--- config.mk ---
export PLATFORM = sky130hd
export DESIGN_NAME = sfp_pin_if
export DESIGN_NICKNAME = d
export VERILOG_FILES = /design/src/rtl/sfp_pkg.sv /design/src/rtl/sfp_pin_if.sv /design/src/rtl/sfp_sync.sv
export SDC_FILE = /design/constraint.sdc
export NUM_CORES = 1
export LEC_CHECK = 0
export BUFFER_PORTS_ARGS = -buffer_cell sky130_fd_sc_hd__buf_2
export CAP_MARGIN = 15
export CORE_MARGIN = 2
export CORE_UTILIZATION = 53
export DETAILED_ROUTE_END_ITERATION = 16
export PLACE_DENSITY = 0.78
export SETUP_SLACK_MARGIN = 0.3
export SLEW_MARGIN = 20
export SYNTH_ARGS = -nofsm -noshare
export SYNTH_HDL_FRONTEND = slang
export SYNTH_SLANG_ARGS = --single-unit
--- constraint.sdc ---
create_clock -name mclk_in -period 1.9 [get_ports mclk_in]
set_input_delay 0.095 -clock mclk_in [delete_from_list [all_inputs] [get_ports mclk_in]]
set_output_delay 0.095 -clock mclk_in [all_outputs]
set_load 0.03 [all_outputs]
--- src/rtl/sfp_pkg.sv ---
package sfp_pkg;

    // ----------------------------------------------------------------
    // register map (byte addresses, one aligned word each)
    // ----------------------------------------------------------------
    localparam logic [7:0] ADDR_CTRL = 8'h00;
    localparam logic [7:0] ADDR_CFG = 8'h04;
    localparam logic [7:0] ADDR_TXDATA = 8'h08;
    localparam logic [7:0] ADDR_RXDATA = 8'h0c;
    localparam logic [7:0] ADDR_STATUS = 8'h10;

    // ----------------------------------------------------------------
    // field positions
    // ----------------------------------------------------------------
    localparam int CTRL_ARM_BIT = 0;
    localparam int CTRL_L2_DRIVE_BIT = 1;
    localparam int CTRL_L2_LEVEL_BIT = 2;
    localparam int CFG_QE_BIT = 0;
    localparam int CFG_SPH_BIT = 1;
    localparam int CFG_SPL_BIT = 2;
    localparam int ST_SELECTED_BIT = 0;
    localparam int ST_BUSY_BIT = 1;
    localparam int ST_HOLD_BIT = 2;
    localparam int ST_RX_VALID_BIT = 3;
    localparam int ST_BLOCKED_BIT = 4;
    localparam int ST_WG_LEVEL_BIT = 5;
    localparam int ST_L2_SAMPLE_BIT = 6;

    // ----------------------------------------------------------------
    // reset values
    // ----------------------------------------------------------------
    localparam logic [2:0] CTRL_RESET = 3'h0;
    localparam logic [2:0] CFG_RESET = 3'h0;
    localparam logic [7:0] TXDATA_RESET = 8'hff;
    // idle pin levels (pause_b, wg, si, sck, cs_b) so no false edge follows reset
    localparam logic [4:0] PINS_RESET = 5'h19;

    // ----------------------------------------------------------------
    // timing
    // ----------------------------------------------------------------
    localparam int CLK_PERIOD_PS = 5000;
    localparam int OP_TIME_NS = 1000;
    localparam int OP_CYCLES_INT = (OP_TIME_NS * 1000 + CLK_PERIOD_PS - 1) / CLK_PERIOD_PS;
    localparam logic [7:0] OP_CYCLES = 8'(OP_CYCLES_INT);
    localparam int SYNC_W = 5;

    // ----------------------------------------------------------------
    // carriers
    // ----------------------------------------------------------------
    typedef struct packed {
        logic pause_b;
        logic wg;
        logic si;
        logic sck;
        logic cs_b;
    } sfp_pins_t;

    typedef struct packed {
        logic spl;
        logic sph;
        logic qe;
    } sfp_cfg_t;

    typedef struct packed {
        logic l2_level;
        logic l2_drive;
        logic arm;
    } sfp_ctrl_t;

endpackage

--- src/rtl/sfp_pin_if.sv ---
`timescale 1ns/1ps
`default_nettype none

module sfp_pin_if (
    input wire logic mclk_in,
    input wire logic rst_b_in,
    input wire logic psel_in,
    input wire logic penable_in,
    input wire logic pwrite_in,
    input wire logic [7:0] paddr_in,
    input wire logic [31:0] pwdata_in,
    output logic [31:0] prdata_out,
    output logic pready_out,
    output logic pslverr_out,
    input wire logic cs_b_in,
    input wire logic sck_in,
    input wire logic si_in,
    output logic so_out,
    output logic so_oe_out,
    input wire logic wg_in,
    output logic wg_out,
    output logic wg_oe_out,
    input wire logic pause_b_in,
    output logic standby_out
);
    import sfp_pkg::*;

    // ----------------------------------------------------------------
    // pin synchronisation and edge detection
    // ----------------------------------------------------------------
    sfp_pins_t pins_raw;
    sfp_pins_t pins_s;
    logic sel_d_ff;
    logic sck_d_ff;
    logic pause_d_ff;

    assign pins_raw = '{pause_b: pause_b_in, wg: wg_in, si: si_in, sck: sck_in, cs_b: cs_b_in};

    sfp_sync #(.W(SYNC_W), .RST_VAL(PINS_RESET)) u_sync (
        .mclk_in(mclk_in),
        .rst_b_in(rst_b_in),
        .d_in(pins_raw),
        .q_out(pins_s)
    );

    wire sel = ~pins_s.cs_b;
    wire frame_start = sel & ~sel_d_ff;
    wire frame_end = ~sel & sel_d_ff;
    wire sck_rise = pins_s.sck & ~sck_d_ff;
    wire sck_fall = ~pins_s.sck & sck_d_ff;
    wire pause_fall = ~pins_s.pause_b & pause_d_ff;
    wire pause_rise = pins_s.pause_b & ~pause_d_ff;

    // ----------------------------------------------------------------
    // registers and state
    // ----------------------------------------------------------------
    sfp_ctrl_t ctrl_ff;
    sfp_cfg_t cfg_ff;
    logic [7:0] tx_data_ff;
    logic [7:0] rx_data_ff;
    logic rx_valid_ff;
    logic blocked_ff;
    logic hold_ff;
    logic [6:0] rx_sh_ff;
    logic [2:0] bit_cnt_ff;
    logic [7:0] tx_sh_ff;
    logic pending_ff;
    logic l2_smp_ff;
    logic [7:0] busy_cnt_ff;
    logic so_ff;
    logic so_oe_ff;
    logic wg_ff;
    logic wg_oe_ff;
    logic standby_ff;
    logic pready_ff;
    logic pslverr_ff;
    logic [31:0] prdata_ff;

    // hold only exists while selected and the pin is not a quad line
    wire hold_on = sel & ~cfg_ff.qe & pause_fall & ~pins_s.sck;
    wire hold_off = pause_rise & ~pins_s.sck;
    wire nxt_hold = (~sel | cfg_ff.qe) ? 1'b0 : (hold_on | (hold_ff & ~hold_off));

    // clock edges count only inside a frame and outside hold
    wire act_rise = sel & ~hold_ff & sck_rise;
    wire act_fall = sel & ~hold_ff & sck_fall & ~frame_start;
    wire launch = act_fall & pending_ff;
    wire byte_done = act_rise & (bit_cnt_ff == 3'h7);
    wire busy = busy_cnt_ff != 8'h00;
    wire blocked = ~cfg_ff.qe & ~cfg_ff.sph & cfg_ff.spl & ~pins_s.wg;

    // ----------------------------------------------------------------
    // apb decode
    // ----------------------------------------------------------------
    wire apb_setup = psel_in & ~penable_in;
    wire apb_acc = psel_in & penable_in & pready_ff;
    wire apb_wr = apb_acc & pwrite_in;
    wire hit_ctrl = paddr_in == ADDR_CTRL;
    wire hit_cfg = paddr_in == ADDR_CFG;
    wire hit_tx = paddr_in == ADDR_TXDATA;
    wire hit_rx = paddr_in == ADDR_RXDATA;
    wire hit_st = paddr_in == ADDR_STATUS;
    wire mapped = hit_ctrl | hit_cfg | hit_tx | hit_rx | hit_st;
    wire wr_ctrl = apb_wr & hit_ctrl;
    wire wr_cfg = apb_wr & hit_cfg;
    wire wr_st = apb_wr & hit_st;

    logic [31:0] status_word;
    always_comb
    begin
        status_word = '0;
        status_word[ST_SELECTED_BIT] = sel;
        status_word[ST_BUSY_BIT] = busy;
        status_word[ST_HOLD_BIT] = hold_ff;
        status_word[ST_RX_VALID_BIT] = rx_valid_ff;
        status_word[ST_BLOCKED_BIT] = blocked_ff;
        status_word[ST_WG_LEVEL_BIT] = pins_s.wg;
        status_word[ST_L2_SAMPLE_BIT] = l2_smp_ff;
    end

    wire [31:0] rdata_mux = hit_ctrl ? {29'h0, ctrl_ff} :
                            hit_cfg ? {29'h0, cfg_ff} :
                            hit_tx ? {24'h0, tx_data_ff} :
                            hit_rx ? {24'h0, rx_data_ff} :
                            hit_st ? status_word : 32'h0;

    // ----------------------------------------------------------------
    // next values of register fields
    // ----------------------------------------------------------------
    // a write to the status config while guarded is dropped and flagged
    wire cfg_take = wr_cfg & ~blocked;
    wire blk_event = wr_cfg & blocked;
    // software write of arm wins; otherwise hardware clears it when the timed op starts
    wire timed_start = frame_end & ctrl_ff.arm;
    sfp_ctrl_t nxt_ctrl;
    assign nxt_ctrl = wr_ctrl ? sfp_ctrl_t'(pwdata_in[2:0]) :
                      timed_start ? sfp_ctrl_t'({ctrl_ff.l2_level, ctrl_ff.l2_drive, 1'b0}) :
                      ctrl_ff;
    // sticky flags: the setting event wins over a write-one-to-clear
    wire nxt_rx_valid = byte_done | (rx_valid_ff & ~(wr_st & pwdata_in[ST_RX_VALID_BIT]));
    wire nxt_blocked = blk_event | (blocked_ff & ~(wr_st & pwdata_in[ST_BLOCKED_BIT]));
    wire [7:0] nxt_busy_cnt = timed_start ? OP_CYCLES : (busy ? busy_cnt_ff - 8'h01 : 8'h00);

    // ----------------------------------------------------------------
    // bus slave
    // ----------------------------------------------------------------
    always_ff @(posedge mclk_in or negedge rst_b_in)
    begin
        if (!rst_b_in)
        begin
            pready_ff <= 1'b0;
            pslverr_ff <= 1'b0;
            prdata_ff <= 32'h0;
            ctrl_ff <= CTRL_RESET;
            cfg_ff <= CFG_RESET;
            tx_data_ff <= TXDATA_RESET;
        end
        else
        begin
            pready_ff <= apb_setup;
            pslverr_ff <= apb_setup & ~mapped;
            prdata_ff <= (apb_setup & ~pwrite_in) ? rdata_mux : 32'h0;
            ctrl_ff <= nxt_ctrl;
            if (cfg_take)
                cfg_ff <= sfp_cfg_t'(pwdata_in[2:0]);
            if (apb_wr & hit_tx)
                tx_data_ff <= pwdata_in[7:0];
        end
    end

    // ----------------------------------------------------------------
    // frame, hold and busy tracking
    // ----------------------------------------------------------------
    always_ff @(posedge mclk_in or negedge rst_b_in)
    begin
        if (!rst_b_in)
        begin
            sel_d_ff <= 1'b0;
            sck_d_ff <= 1'b0;
            pause_d_ff <= 1'b1;
            hold_ff <= 1'b0;
            rx_valid_ff <= 1'b0;
            blocked_ff <= 1'b0;
            busy_cnt_ff <= 8'h00;
            standby_ff <= 1'b1;
        end
        else
        begin
            sel_d_ff <= sel;
            sck_d_ff <= pins_s.sck;
            pause_d_ff <= pins_s.pause_b;
            hold_ff <= nxt_hold;
            rx_valid_ff <= nxt_rx_valid;
            blocked_ff <= nxt_blocked;
            busy_cnt_ff <= nxt_busy_cnt;
            standby_ff <= ~sel & ~busy & ~timed_start;
        end
    end

    // ----------------------------------------------------------------
    // shift paths
    // ----------------------------------------------------------------
    logic [7:0] nxt_tx_sh;
    logic nxt_so;
    always_comb
    begin
        nxt_tx_sh = tx_sh_ff;
        nxt_so = so_ff;
        if (frame_start)
        begin
            nxt_tx_sh = tx_data_ff;
            nxt_so = tx_data_ff[7];
        end
        else if (launch)
        begin
            // a wrapped counter means the byte is out: reload for the next one
            if (bit_cnt_ff == 3'h0)
            begin
                nxt_tx_sh = tx_data_ff;
                nxt_so = tx_data_ff[7];
            end
            else
            begin
                nxt_tx_sh = {tx_sh_ff[6:0], 1'b0};
                nxt_so = tx_sh_ff[6];
            end
        end
    end

    always_ff @(posedge mclk_in or negedge rst_b_in)
    begin
        if (!rst_b_in)
        begin
            rx_sh_ff <= 7'h00;
            bit_cnt_ff <= 3'h0;
            rx_data_ff <= 8'h00;
            l2_smp_ff <= 1'b0;
            pending_ff <= 1'b0;
            tx_sh_ff <= 8'h00;
            so_ff <= 1'b0;
        end
        else
        begin
            if (frame_start)
                bit_cnt_ff <= 3'h0;
            else if (act_rise)
                bit_cnt_ff <= bit_cnt_ff + 3'h1;
            if (act_rise)
                rx_sh_ff <= {rx_sh_ff[5:0], pins_s.si};
            if (byte_done)
                rx_data_ff <= {rx_sh_ff, pins_s.si};
            if (act_rise & cfg_ff.qe)
                l2_smp_ff <= pins_s.wg;
            pending_ff <= frame_start ? 1'b0 : (act_rise | (pending_ff & ~launch));
            tx_sh_ff <= nxt_tx_sh;
            so_ff <= nxt_so;
        end
    end

    // ----------------------------------------------------------------
    // pin drivers
    // ----------------------------------------------------------------
    // enables follow the synchronised select, so they trail the pin by three clocks
    always_ff @(posedge mclk_in or negedge rst_b_in)
    begin
        if (!rst_b_in)
        begin
            so_oe_ff <= 1'b0;
            wg_oe_ff <= 1'b0;
            wg_ff <= 1'b0;
        end
        else
        begin
            so_oe_ff <= sel & ~hold_ff;
            wg_oe_ff <= sel & ~hold_ff & cfg_ff.qe & ctrl_ff.l2_drive;
            if (frame_start | launch)
                wg_ff <= ctrl_ff.l2_level;
        end
    end

    assign prdata_out = prdata_ff;
    assign pready_out = pready_ff;
    assign pslverr_out = pslverr_ff;
    assign so_out = so_ff;
    assign so_oe_out = so_oe_ff;
    assign wg_out = wg_ff;
    assign wg_oe_out = wg_oe_ff;
    assign standby_out = standby_ff;
endmodule

`default_nettype wire

--- src/rtl/sfp_sync.sv ---
`timescale 1ns/1ps
`default_nettype none

// two-stage synchroniser; only the second stage is visible
module sfp_sync #(
    parameter int W = 1,
    parameter logic [W-1:0] RST_VAL = '0
) (
    input wire logic mclk_in,
    input wire logic rst_b_in,
    input wire logic [W-1:0] d_in,
    output logic [W-1:0] q_out
);
    logic [W-1:0] meta_ff;
    logic [W-1:0] q_ff;

    always_ff @(posedge mclk_in or negedge rst_b_in)
    begin
        if (!rst_b_in)
        begin
            meta_ff <= RST_VAL;
            q_ff <= RST_VAL;
        end
        else
        begin
            meta_ff <= d_in;
            q_ff <= meta_ff;
        end
    end

    assign q_out = q_ff;
endmodule

`default_nettype wire

==> results of run 1 <==
-- power groups by stage --
stage | Sequential (W) | Combinational (W) | Clock (W)
global placement | 0.00208 | 0.000604 | 0
detailed placement | 0.00209 | 0.000630 | 0
floorplan | 0.00207 | 0.000492 | 0
finish | 0.00207 | 0.000662 | 0.00138
CTS | 0.00206 | 0.000652 | 0.00139
global route | 0.00210 | 0.000750 | 0.00147
-- worst paths after layout --
path | end | start | slack, ns | cells past startpoint
min reg2reg | u_sync.q_out[1] | u_sync.meta_ff[1] | 0.35 | 0
max in group asynchronous | u_sync.q_out[0] | rst_b_in | 0.96 | 3
max | busy_cnt_ff[7] | busy_cnt_ff[2] | 0.39 | 4
min in group asynchronous | busy_cnt_ff[1] | rst_b_in | 0.29 | 2
min | cfg_ff[1] | pwdata_in[1] | 0.01 | 2
max reg2reg | busy_cnt_ff[7] | busy_cnt_ff[2] | 0.39 | 4
-- cell type report --
class / instances / area [um^2] / area share
clock buffers: 10 / 128 / 0.0304
repair buffers: 63 / 428 / 0.102
clock inverters: 6 / 93.8 / 0.0223
flip-flops and latches: 80 / 2020 / 0.482
inverters: 8 / 30.0 / 0.00715
multi-input cells: 190 / 1400 / 0.334
well taps: 77 / 96.3 / 0.0229
-- cell usage in the layout (no fill, tap or decap), types with 2 or more instances in the layout --
cell type      Yosys  routed
dfrtp_1           64      64
buf_2              4      39
mux2_2            33      33
nor2_1            25      25
conb_1             1      24
dfstp_2           16      16
mux2i_1           13      13
dlygate4sd3_1      0      13
nand2_1           12      12
a21oi_1           13      12
clkbuf_8           0       9
nand3_1            8       8
inv_1              8       8
buf_4             24       8
o21ai_0            6       6
nor3_1             5       4
ha_1               4       4
a32oi_1            3       3
a22oi_1            3       3
a211oi_1           3       3
xnor2_1            3       3
clkinv_4           0       3
nor2b_1            3       2
a22o_1             2       2
nand2_2            2       2
a21oi_2            1       2
mux2_1             2       2
bufinv_16          0       2
buf_6              1       2
-- worst register-to-register path, cell delays in order, from the launching register on --
cell and delay, ns:
dfrtp_1 0.42, nor3_1 0.38, nand2_1 0.15, or4_1 0.42, nand3_1 0.10
-- state kept, by name, summed over array words and instances, names as in the netlist, 3 cells and up --
name and flops:
rx_sh_ff 7, rx_data_ff 8, bit_cnt_ff 3, tx_sh_ff 7, ctrl_ff 3, u_sync.q_out 5, busy_cnt_ff 8, tx_data_ff 8
prdata_out 8, cfg_ff 3, u_sync.meta_ff 5
-- cell families (layout without fill, tap and decap cells) --
| family | count (synthesis) | in the layout | synth area share |
|---|---|---|---|
| other | 1 | 24 | 0.00105 |
| adders and majority gates | 4 | 4 | 0.0141 |
| muxes | 48 | 48 | 0.147 |
| AOI/OAI and AO/OA | 35 | 35 | 0.0658 |
| xor gates and xnor gates | 4 | 4 | 0.00985 |
| buffers and inverters | 40 | 87 | 0.0710 |
| and+or+nand+nor | 75 | 75 | 0.123 |
| DFF | 80 | 80 | 0.568 |
-- routing by layer --
layer,vias to the layer above,track usage,share of wire
met5,-,0,0
met4,0,0.0808,0.013
met3,9,0.0510,0.054
met2,80,0.308,0.48
met1,1124,0.260,0.45
li1,1092,-,-
-- repair_timing --
item                       CTS  global route
hold endpoints to repair    52             1
hold buffers                12             1
resized for setup            0             7
setup endpoints to repair    0            26
setup buffers                0             3
-- per-stage QoR --
step,setup slack [ns],hold slack [ns],utilization,instance area (um^2),instances
floorplan,0.333,-0.201,-,3660,310
global placement,0.211,0.145,0.591,3790,402
detailed placement,0.187,0.148,0.591,3790,402
CTS,0.302,0.000734,0.644,4140,430
global route,0.274,0.00894,0.654,4200,434
finish,0.388,0.00963,0.654,4200,434
==> metrics, run 1 <==
clock latency on the worst-skew pair=0.36 ns; leading cell type by number of instances after synthesis=dfrtp_1; drt wl/cell=~16 um; Rows=29; Congestion Overflow GR=0; Initial Utilization=0.554; post-synthesis async set-or-reset flop share=1.00; Tcrit/Tclk final=0.796; first-pass GRT wire length=approximately 11 mm; worst-path fanout max=3; synthesized area=~3600 um^2; Cell Int Power=0.00295 W; final hold violation count=0; CORE AREA=~6400 um^2; layout cell share with drive strength beyond 1=0.367; crit end category=flip-flop; RSZ-0062 raised after global routing=true; Synth top area share=0.450; number of CTS-inserted buffers=9; die width=between 80 and 90 um; peak supply drop=0.517 mV; sw frac=0.282; Ys Warns=0; Slew HR=0.587; Die ar.=between 7000 and 8000 um^2; syn avg cell area=~12 um^2; Slew Viols, Final=0; total iterations of the first detailed-routing run=4; EDFF count, synth=0; port bufs=40; DRC marker count from the first detailed-route iteration=164; final setup violation count=0; all-layer global routing usage=0.196; cell taking the most area after synthesis=dfrtp_1; Pwr per Cell Area=slightly below 1000 nW/um^2; Leak Pwr=2.00 nW; Final #Nets=a little over 400; Crit-path slowest cell=dfrtp_1; CP top delay family=simple AND/OR/NAND/NOR gates; P&R area growth vs syn=18.0%; max incr delay on CP=between 0.4 and 0.5 ns; f_max=0.661 GHz; prevailing post-synth register cell=dfrtp_1; Seq/Total Area, Yosys=0.568; max_cap viols=0; Max clock buf depth=2; Worst Setup Start Kind=flip-flop; diode count=0; Post-Syn Instances=287; Setup TNS=0 ns; largest cells by area after synthesis=dfrtp_1 45%, dfstp_2 12%, mux2_2 10%; clock power share=0.335; initial antenna violation count=0; WL final=between 6 and 7 mm; die height=around 86 um; share of power burned in combinational logic=0.161; largest net degree at the start of global routing=51; H-tree depth=3; sequential group share of total power=0.504; total number of vias=about 2300; DP HPWL=~4.5 mm; Crit path buffers/inverters=0; number of global-route vias before repair=about 2200; worst-path cell chain=nor3_1, nand2_1, or4_1, nand3_1; post-route ant nets=0; via/cell ratio=5.31; Worst Skew=~0.013 ns; drt drc=0; Ports=~90; fillers=around 460; worst-margin pin slew=approximately 0.62 ns; CTS tree=done; fin crit period=1.51 ns; WP data arrival=approximately 1.8 ns; gpl congestion=~0.8; status=complete, no violations; Clk pin slew, worst setup/hold paths=0.09 ns; Worst Path Required=~2.2 ns; Yosys reg bits=80; post-layout total power=just over 0.004 W; Synth top cells by count=64 x dfrtp_1, 33 x mux2_2, 25 x nor2_1; Unique masters post-synth=50; TritonCTS Sinks=80; Hold Crit Class=in -> reg; Psw=0.00116 W; crit path kind=reg -> reg; clock root buffer=clkbuf_8
No activity file was read; power rests on OpenSTA's default activity.
==> run 2: changes to the inputs <==
==> constraint.sdc (replaced) <==
create_clock -name mclk_in -period 1.5 [get_ports mclk_in]
set_input_delay 0.075 -clock mclk_in [delete_from_list [all_inputs] [get_ports mclk_in]]
set_output_delay 0.075 -clock mclk_in [all_outputs]
set_load 0.03 [all_outputs]
==> metrics, run 2 (same netlist as run 1, synthesis figures left out) <==
WL final=8.82 mm (+29%); die width=85.9 um (unchanged); Final #Nets=441 (+8.6%); Worst Skew=0.0157 ns (+0.00274 ns); drt drc=0 (unchanged); Clk pin slew, worst setup/hold paths=0.09 ns (about the same); Max clock buf depth=2 (unchanged); initial antenna violation count=0 (unchanged); CORE AREA=6420 um^2 (unchanged); crit end category=flip-flop; sequential group share of total power=0.472 (-0.032); finished layout cell area=4870 um^2 (+16%); H-tree depth=3 (unchanged); Leak Pwr=2.29 nW (+15%); worst-path fanout max=6 (+3); RSZ-0062 raised after global routing=true; via/cell ratio=5.65 (+6.4%); number of global-route vias before repair=2697 (+21%); Initial Utilization=0.554 (unchanged); Hold Crit Class=in -> reg; fin crit period=1.49 ns (-0.0184 ns); crit path kind=reg -> reg; first-pass GRT wire length=13.6 mm (+24%); clock latency on the worst-skew pair=0.35 ns (about the same); placed inst area=4050 um^2 (+6.8%); fillers=348 (-24%); largest net degree at the start of global routing=35 (-31%); clock root buffer=clkbuf_8; all-layer global routing usage=0.244 (+0.0480); Psw=0.00177 W (+52%); DRC marker count from the first detailed-route iteration=173 (+5.5%); P&R area growth vs syn=36.9%; total iterations of the first detailed-routing run=4 (unchanged); final setup violation count=0 (unchanged); placed cells=421 (+4.7%); final hold violation count=0 (unchanged); Slew Viols, Final=0 (unchanged); Post-Route Utilization=0.759 (+0.105); worst-path cell chain=nor4b_4, buf_6, buf_8, nand2_4, mux2_4; layout cell share with drive strength beyond 1=0.552 (+0.185); hold path startpoint=pwdata_in[2]; drt wl/cell=18.9 um (+20%); Die ar.=7390 um^2 (unchanged); Worst Setup SP=u_sync.q_out[0]; Crit-path slowest cell=dfstp_2; Rows=29 (unchanged); f_max=0.670 GHz (+1.2%); Cell Int Power=0.00394 W (+33%); Tcrit/Tclk final=0.996 (+0.200); Worst Setup Start Kind=flip-flop; sw frac=0.310 (+0.0277); CTS tree=done; most common library cell in the layout ignoring fill and taps=dfrtp_1; worst r2r src=u_sync.q_out[0]; CP top delay family=flip-flops; share of power burned in combinational logic=0.260 (+0.099); max_cap viols=0 (unchanged); status=complete, no violations; DP HPWL=5.23 mm (+15%); Pwr per Cell Area=1170 nW/um^2 (+20%); peak supply drop=1.18 mV (+130%); port bufs=40 (unchanged); most frequent cells in the layout=62 x dfrtp_1, 39 x buf_2, 30 x buf_4, 24 x conb_1, 21 x mux2_2; Hold Slack=0.0183 ns (+0.00862 ns); post-route ant nets=0 (unchanged); diode count=0 (unchanged); Ports=89 (unchanged); total number of vias=2645 (+15%); Worst Path Required=1.73 ns (-0.47 ns); die height=85.9 um (unchanged); max incr delay on CP=0.42 ns (about the same); number of CTS-inserted buffers=9 (unchanged); TritonCTS Sinks=80 (unchanged); gpl congestion=0.788 (+0.77%); WP data arrival=1.73 ns (-0.08 ns); Congestion Overflow GR=0 (unchanged); Crit path buffers/inverters=2 (+2); Post-Layout Cell Count=468 (+7.8%); clock power share=0.268 (-0.067)
run 2: cell count changes in the layout (fill, tap and decap cells not counted), moves of 4 or more:
| cell | before | now |
|---|---|---|
| mux2_4 | 0 | 14 |
| nand2_4 | 0 | 4 |
| nand2_1 | 12 | 7 |
| buf_6 | 2 | 11 |
| nor2_4 | 0 | 4 |
| a21oi_1 | 12 | 1 |
| nor2_1 | 25 | 18 |
| buf_4 | 8 | 30 |
| mux2_2 | 33 | 21 |
| a21oi_2 | 2 | 10 |
run 2: layout make-up:
class / instances / area, um^2 / area share
clock inverter: 5 / 58.8 / 0.0121
timing repair buffer: 98 / 782 / 0.161
clock buffer: 10 / 128 / 0.0262
tap: 77 / 96.3 / 0.0198
multi-input combinational: 190 / 1750 / 0.360
sequential: 80 / 2020 / 0.416
inverter: 8 / 30.0 / 0.00616
run 2: metrics by stage:
step	total power, W	setup slack, ns	TNS (ns)
global placement	0.00361	-0.0882	-0.785
CTS	0.00543	0.0324	0
global route	0.00598	-0.0336	-0.254
finish	0.00571	0.00635	0
floorplan	0.00337	-0.0189	-0.105
detailed placement	0.00367	-0.123	-1.01
run 2: worst paths after layout:
path | to | slack [ns] | depth (start not counted)
setup / recovery | l2_smp_ff | 0.006 | 5
hold / removal | ctrl_ff[2] | 0.02 | 2
setup reg to reg | l2_smp_ff | 0.006 | 5
hold reg to reg | u_sync.q_out[2] | 0.36 | 0
max in group asynchronous | u_sync.q_out[3] | 0.66 | 3
min in group asynchronous | prdata_out[0] | 0.22 | 2
run 2: power groups by stage:
stage	clock (W)	combinational, W	sequential, W
global route	0.00165	0.00160	0.00272
finish	0.00153	0.00149	0.00269
floorplan	0	0.000714	0.00265
global placement	0	0.000939	0.00267
CTS	0.00154	0.00126	0.00263
detailed placement	0	0.000986	0.00268
run 2: repair_timing:
item,in CTS,in global routing
hold buffers,12,0
pin swaps,17,17
hold endpoints to repair,41,0
endpoints found under the setup margin,52,58
buffers inserted,14,5
resized for setup,39,42
gates cloned,1,0
run 2: per-layer routing:
metal	wire, um	share of wire	global-route usage
met2	4470	0.51	0.393
met5	0	0	0
met1	3560	0.40	0.318
met3	482	0.055	0.0491
met4	308	0.035	0.117
==> run 3: changes to the inputs <==
--- a/config.mk
+++ b/config.mk
@@ -5,13 +5,14 @@
 export SDC_FILE = /design/constraint.sdc
 export NUM_CORES = 1
 export LEC_CHECK = 0
-export BUFFER_PORTS_ARGS = -buffer_cell sky130_fd_sc_hd__buf_2
+export BUFFER_PORTS_ARGS = -buffer_cell sky130_fd_sc_hd__clkbuf_2
 export CAP_MARGIN = 15
 export CORE_MARGIN = 2
-export CORE_UTILIZATION = 53
+export CORE_UTILIZATION = 55
+export CTS_BUF_LIST = sky130_fd_sc_hd__clkbuf_8
 export DETAILED_ROUTE_END_ITERATION = 16
-export PLACE_DENSITY = 0.78
-export SETUP_SLACK_MARGIN = 0.3
+export PLACE_DENSITY = 0.8
+export SETUP_SLACK_MARGIN = 0.02
 export SLEW_MARGIN = 20
 export SYNTH_ARGS = -nofsm -noshare
 export SYNTH_HDL_FRONTEND = slang
==> metrics, run 3 (same netlist as run 1, synthesis figures left out) <==
Slew Viols, Final=0 (unchanged); DRC marker count from the first detailed-route iteration=186 (+7.5%); Cell Int Power=0.00371 W (-5.9%); all-layer global routing usage=0.219 (-0.0253); global routing usage on met2=0.372 (-0.0217); sw frac=0.291 (-0.0186); P&R area growth vs syn=25.8%; gpl congestion=0.838 (+6.3%); Ports=89 (unchanged); Initial Utilization=0.564 (+0.00955); Pwr per Cell Area=1170 nW/um^2 (-0.35%); Worst Skew=0.0118 ns (-0.00397 ns); Congestion Overflow GR=0 (unchanged); Worst Setup SP=cfg_ff[1]; WL final=7.93 mm (-10%); CORE AREA=6310 um^2 (-1.7%); worst r2r src=cfg_ff[1]; worst-path fanout max=3 (-3); met1 usage=0.280 (-0.0375); most common library cell in the layout ignoring fill and taps=dfrtp_1; number of global-route vias before repair=2512 (-6.9%); WP data arrival=1.70 ns (-0.03 ns); H-tree depth=3 (unchanged); most frequent cells in the layout=62 x dfrtp_1, 39 x clkbuf_2, 26 x buf_4, 24 x mux2_2, 24 x conb_1; die width=84.4 um (-1.8%); total iterations of the first detailed-routing run=6 (+2); port bufs=40 (unchanged); diode count=0 (unchanged); fin crit period=1.46 ns (-0.0332 ns); DP HPWL=5.04 mm (-3.6%); Rows=29 (unchanged); hold path startpoint=pwdata_in[0]; status=complete, no violations; first-pass GRT wire length=12.0 mm (-12%); GR Layer Usage met3=0.0511 (+0.00205); layout cell share with drive strength beyond 1=0.423 (-0.130); clock power share=0.286 (+0.018); Clk pin slew, worst setup/hold paths=0.08 ns (about the same); Worst Path Required=1.74 ns (about the same); final hold violation count=0 (unchanged); Worst Setup Start Kind=flip-flop; clock root buffer=clkbuf_8; placed inst area=3990 um^2 (-1.6%); sequential group share of total power=0.508 (+0.036); f_max=0.685 GHz (+2.3%); Die ar.=7130 um^2 (-3.5%); largest net degree at the start of global routing=43 (+23%); fillers=415 (+19%); share of power burned in combinational logic=0.207 (-0.053); Post-Route Utilization=0.709 (-0.0493); via/cell ratio=5.43 (-4.0%); RSZ-0062 raised after global routing=true; final setup violation count=0 (unchanged); post-route ant nets=0 (unchanged); crit end category=flip-flop; peak supply drop=0.924 mV (-22%); grt peak-use layer=met2; max_cap viols=0 (unchanged); Max clock buf depth=2 (unchanged); drt drc=0 (unchanged); crit path kind=reg -> reg; TritonCTS Sinks=80 (unchanged); clock latency on the worst-skew pair=0.35 ns (about the same); total number of vias=2486 (-6.0%); Final #Nets=430 (-2.5%); Psw=0.00152 W (-14%); finished layout cell area=4480 um^2 (-8.1%); number of CTS-inserted buffers=9 (unchanged); drt wl/cell=17.3 um (-8.2%); initial antenna violation count=0 (unchanged); die height=84.4 um (-1.8%); Hold Crit Class=in -> reg; Leak Pwr=2.15 nW (-6.2%); Tcrit/Tclk final=0.974 (-0.0222); CTS tree=done
## run 3: cell types whose count changed in the layout (fill, tap and decap cells not counted), sizes merged
| cell | previous run | this run |
|---|---|---|
| dlygate4sd3 | 12 | 15 |
| inv | 8 | 12 |
| clkbuf | 10 | 49 |
| buf | 86 | 32 |
| clkinv | 2 | 1 |
| clkinvlp | 2 | 1 |
## run 3: area by class of cell
class / count / area, um^2 / area share
clock buffers: 9 / 124 / 0.0277
clock inverters: 7 / 57.6 / 0.0129
inverters: 8 / 30.0 / 0.00671
multi-input cells: 190 / 1500 / 0.336
flip-flops and latches: 80 / 2020 / 0.452
well taps: 77 / 96.3 / 0.0215
repair buffers: 87 / 642 / 0.143
## run 3: metrics by stage
| stage | cells | setup TNS, ns | hold WS, ns | setup WS (ns) | power [W] |
|---|---|---|---|---|---|
| final | 458 | 0 | 0.0217 | 0.0396 | 0.00523 |
| after global routing | 458 | -0.0498 | 0.0217 | -0.0192 | 0.00550 |
| after CTS | 452 | 0 | 0.00195 | 0.0103 | 0.00515 |
| after detailed placement | 421 | -1.33 | -0.0514 | -0.142 | 0.00362 |
| after global placement | 421 | -0.818 | -0.0605 | -0.0870 | 0.00355 |
| after floorplan | 310 | -0.0719 | -0.221 | -0.0193 | 0.00328 |
## run 3: path summary, 6_finish.rpt
kind | cells past startpoint | slack, ns | to
max | 3 | 0.04 | cfg_ff[1]
min | 2 | 0.02 | cfg_ff[0]
min in group asynchronous | 2 | 0.11 | wg_oe_out
max reg2reg | 3 | 0.04 | cfg_ff[1]
min reg2reg | 0 | 0.36 | u_sync.q_out[3]
max in group asynchronous | 3 | 0.77 | u_sync.q_out[3]
## run 3: power groups by stage
stage          clock [W]  combinational, W  sequential, W
3_5_place_dp           0          0.000964        0.00265
2_1_floorplan          0          0.000654        0.00263
4_1_cts          0.00152           0.00101        0.00262
5_1_grt          0.00163           0.00119        0.00268
6_report         0.00149           0.00108        0.00265
3_3_place_gp           0          0.000912        0.00263
## run 3: repair_timing
action,CTS,global route
hold endpoints to repair,83,0
hold buffers,15,0
setup buffers,0,5
pin swaps,1,5
resized for setup,5,23
gates cloned,0,1
endpoints found under the setup margin,19,35
## run 3: critical path: stages, from the launching register on
cell and delay [ns]:
dfrtp_1 0.44, nor4b_2 0.30, and3b_2 0.30, mux2_4 0.32
## run 3: per-layer routing
metal	share of wire	wire length [um]
met5	0	0
met4	0.025	202
met3	0.055	437
met2	0.51	4060
met1	0.41	3230
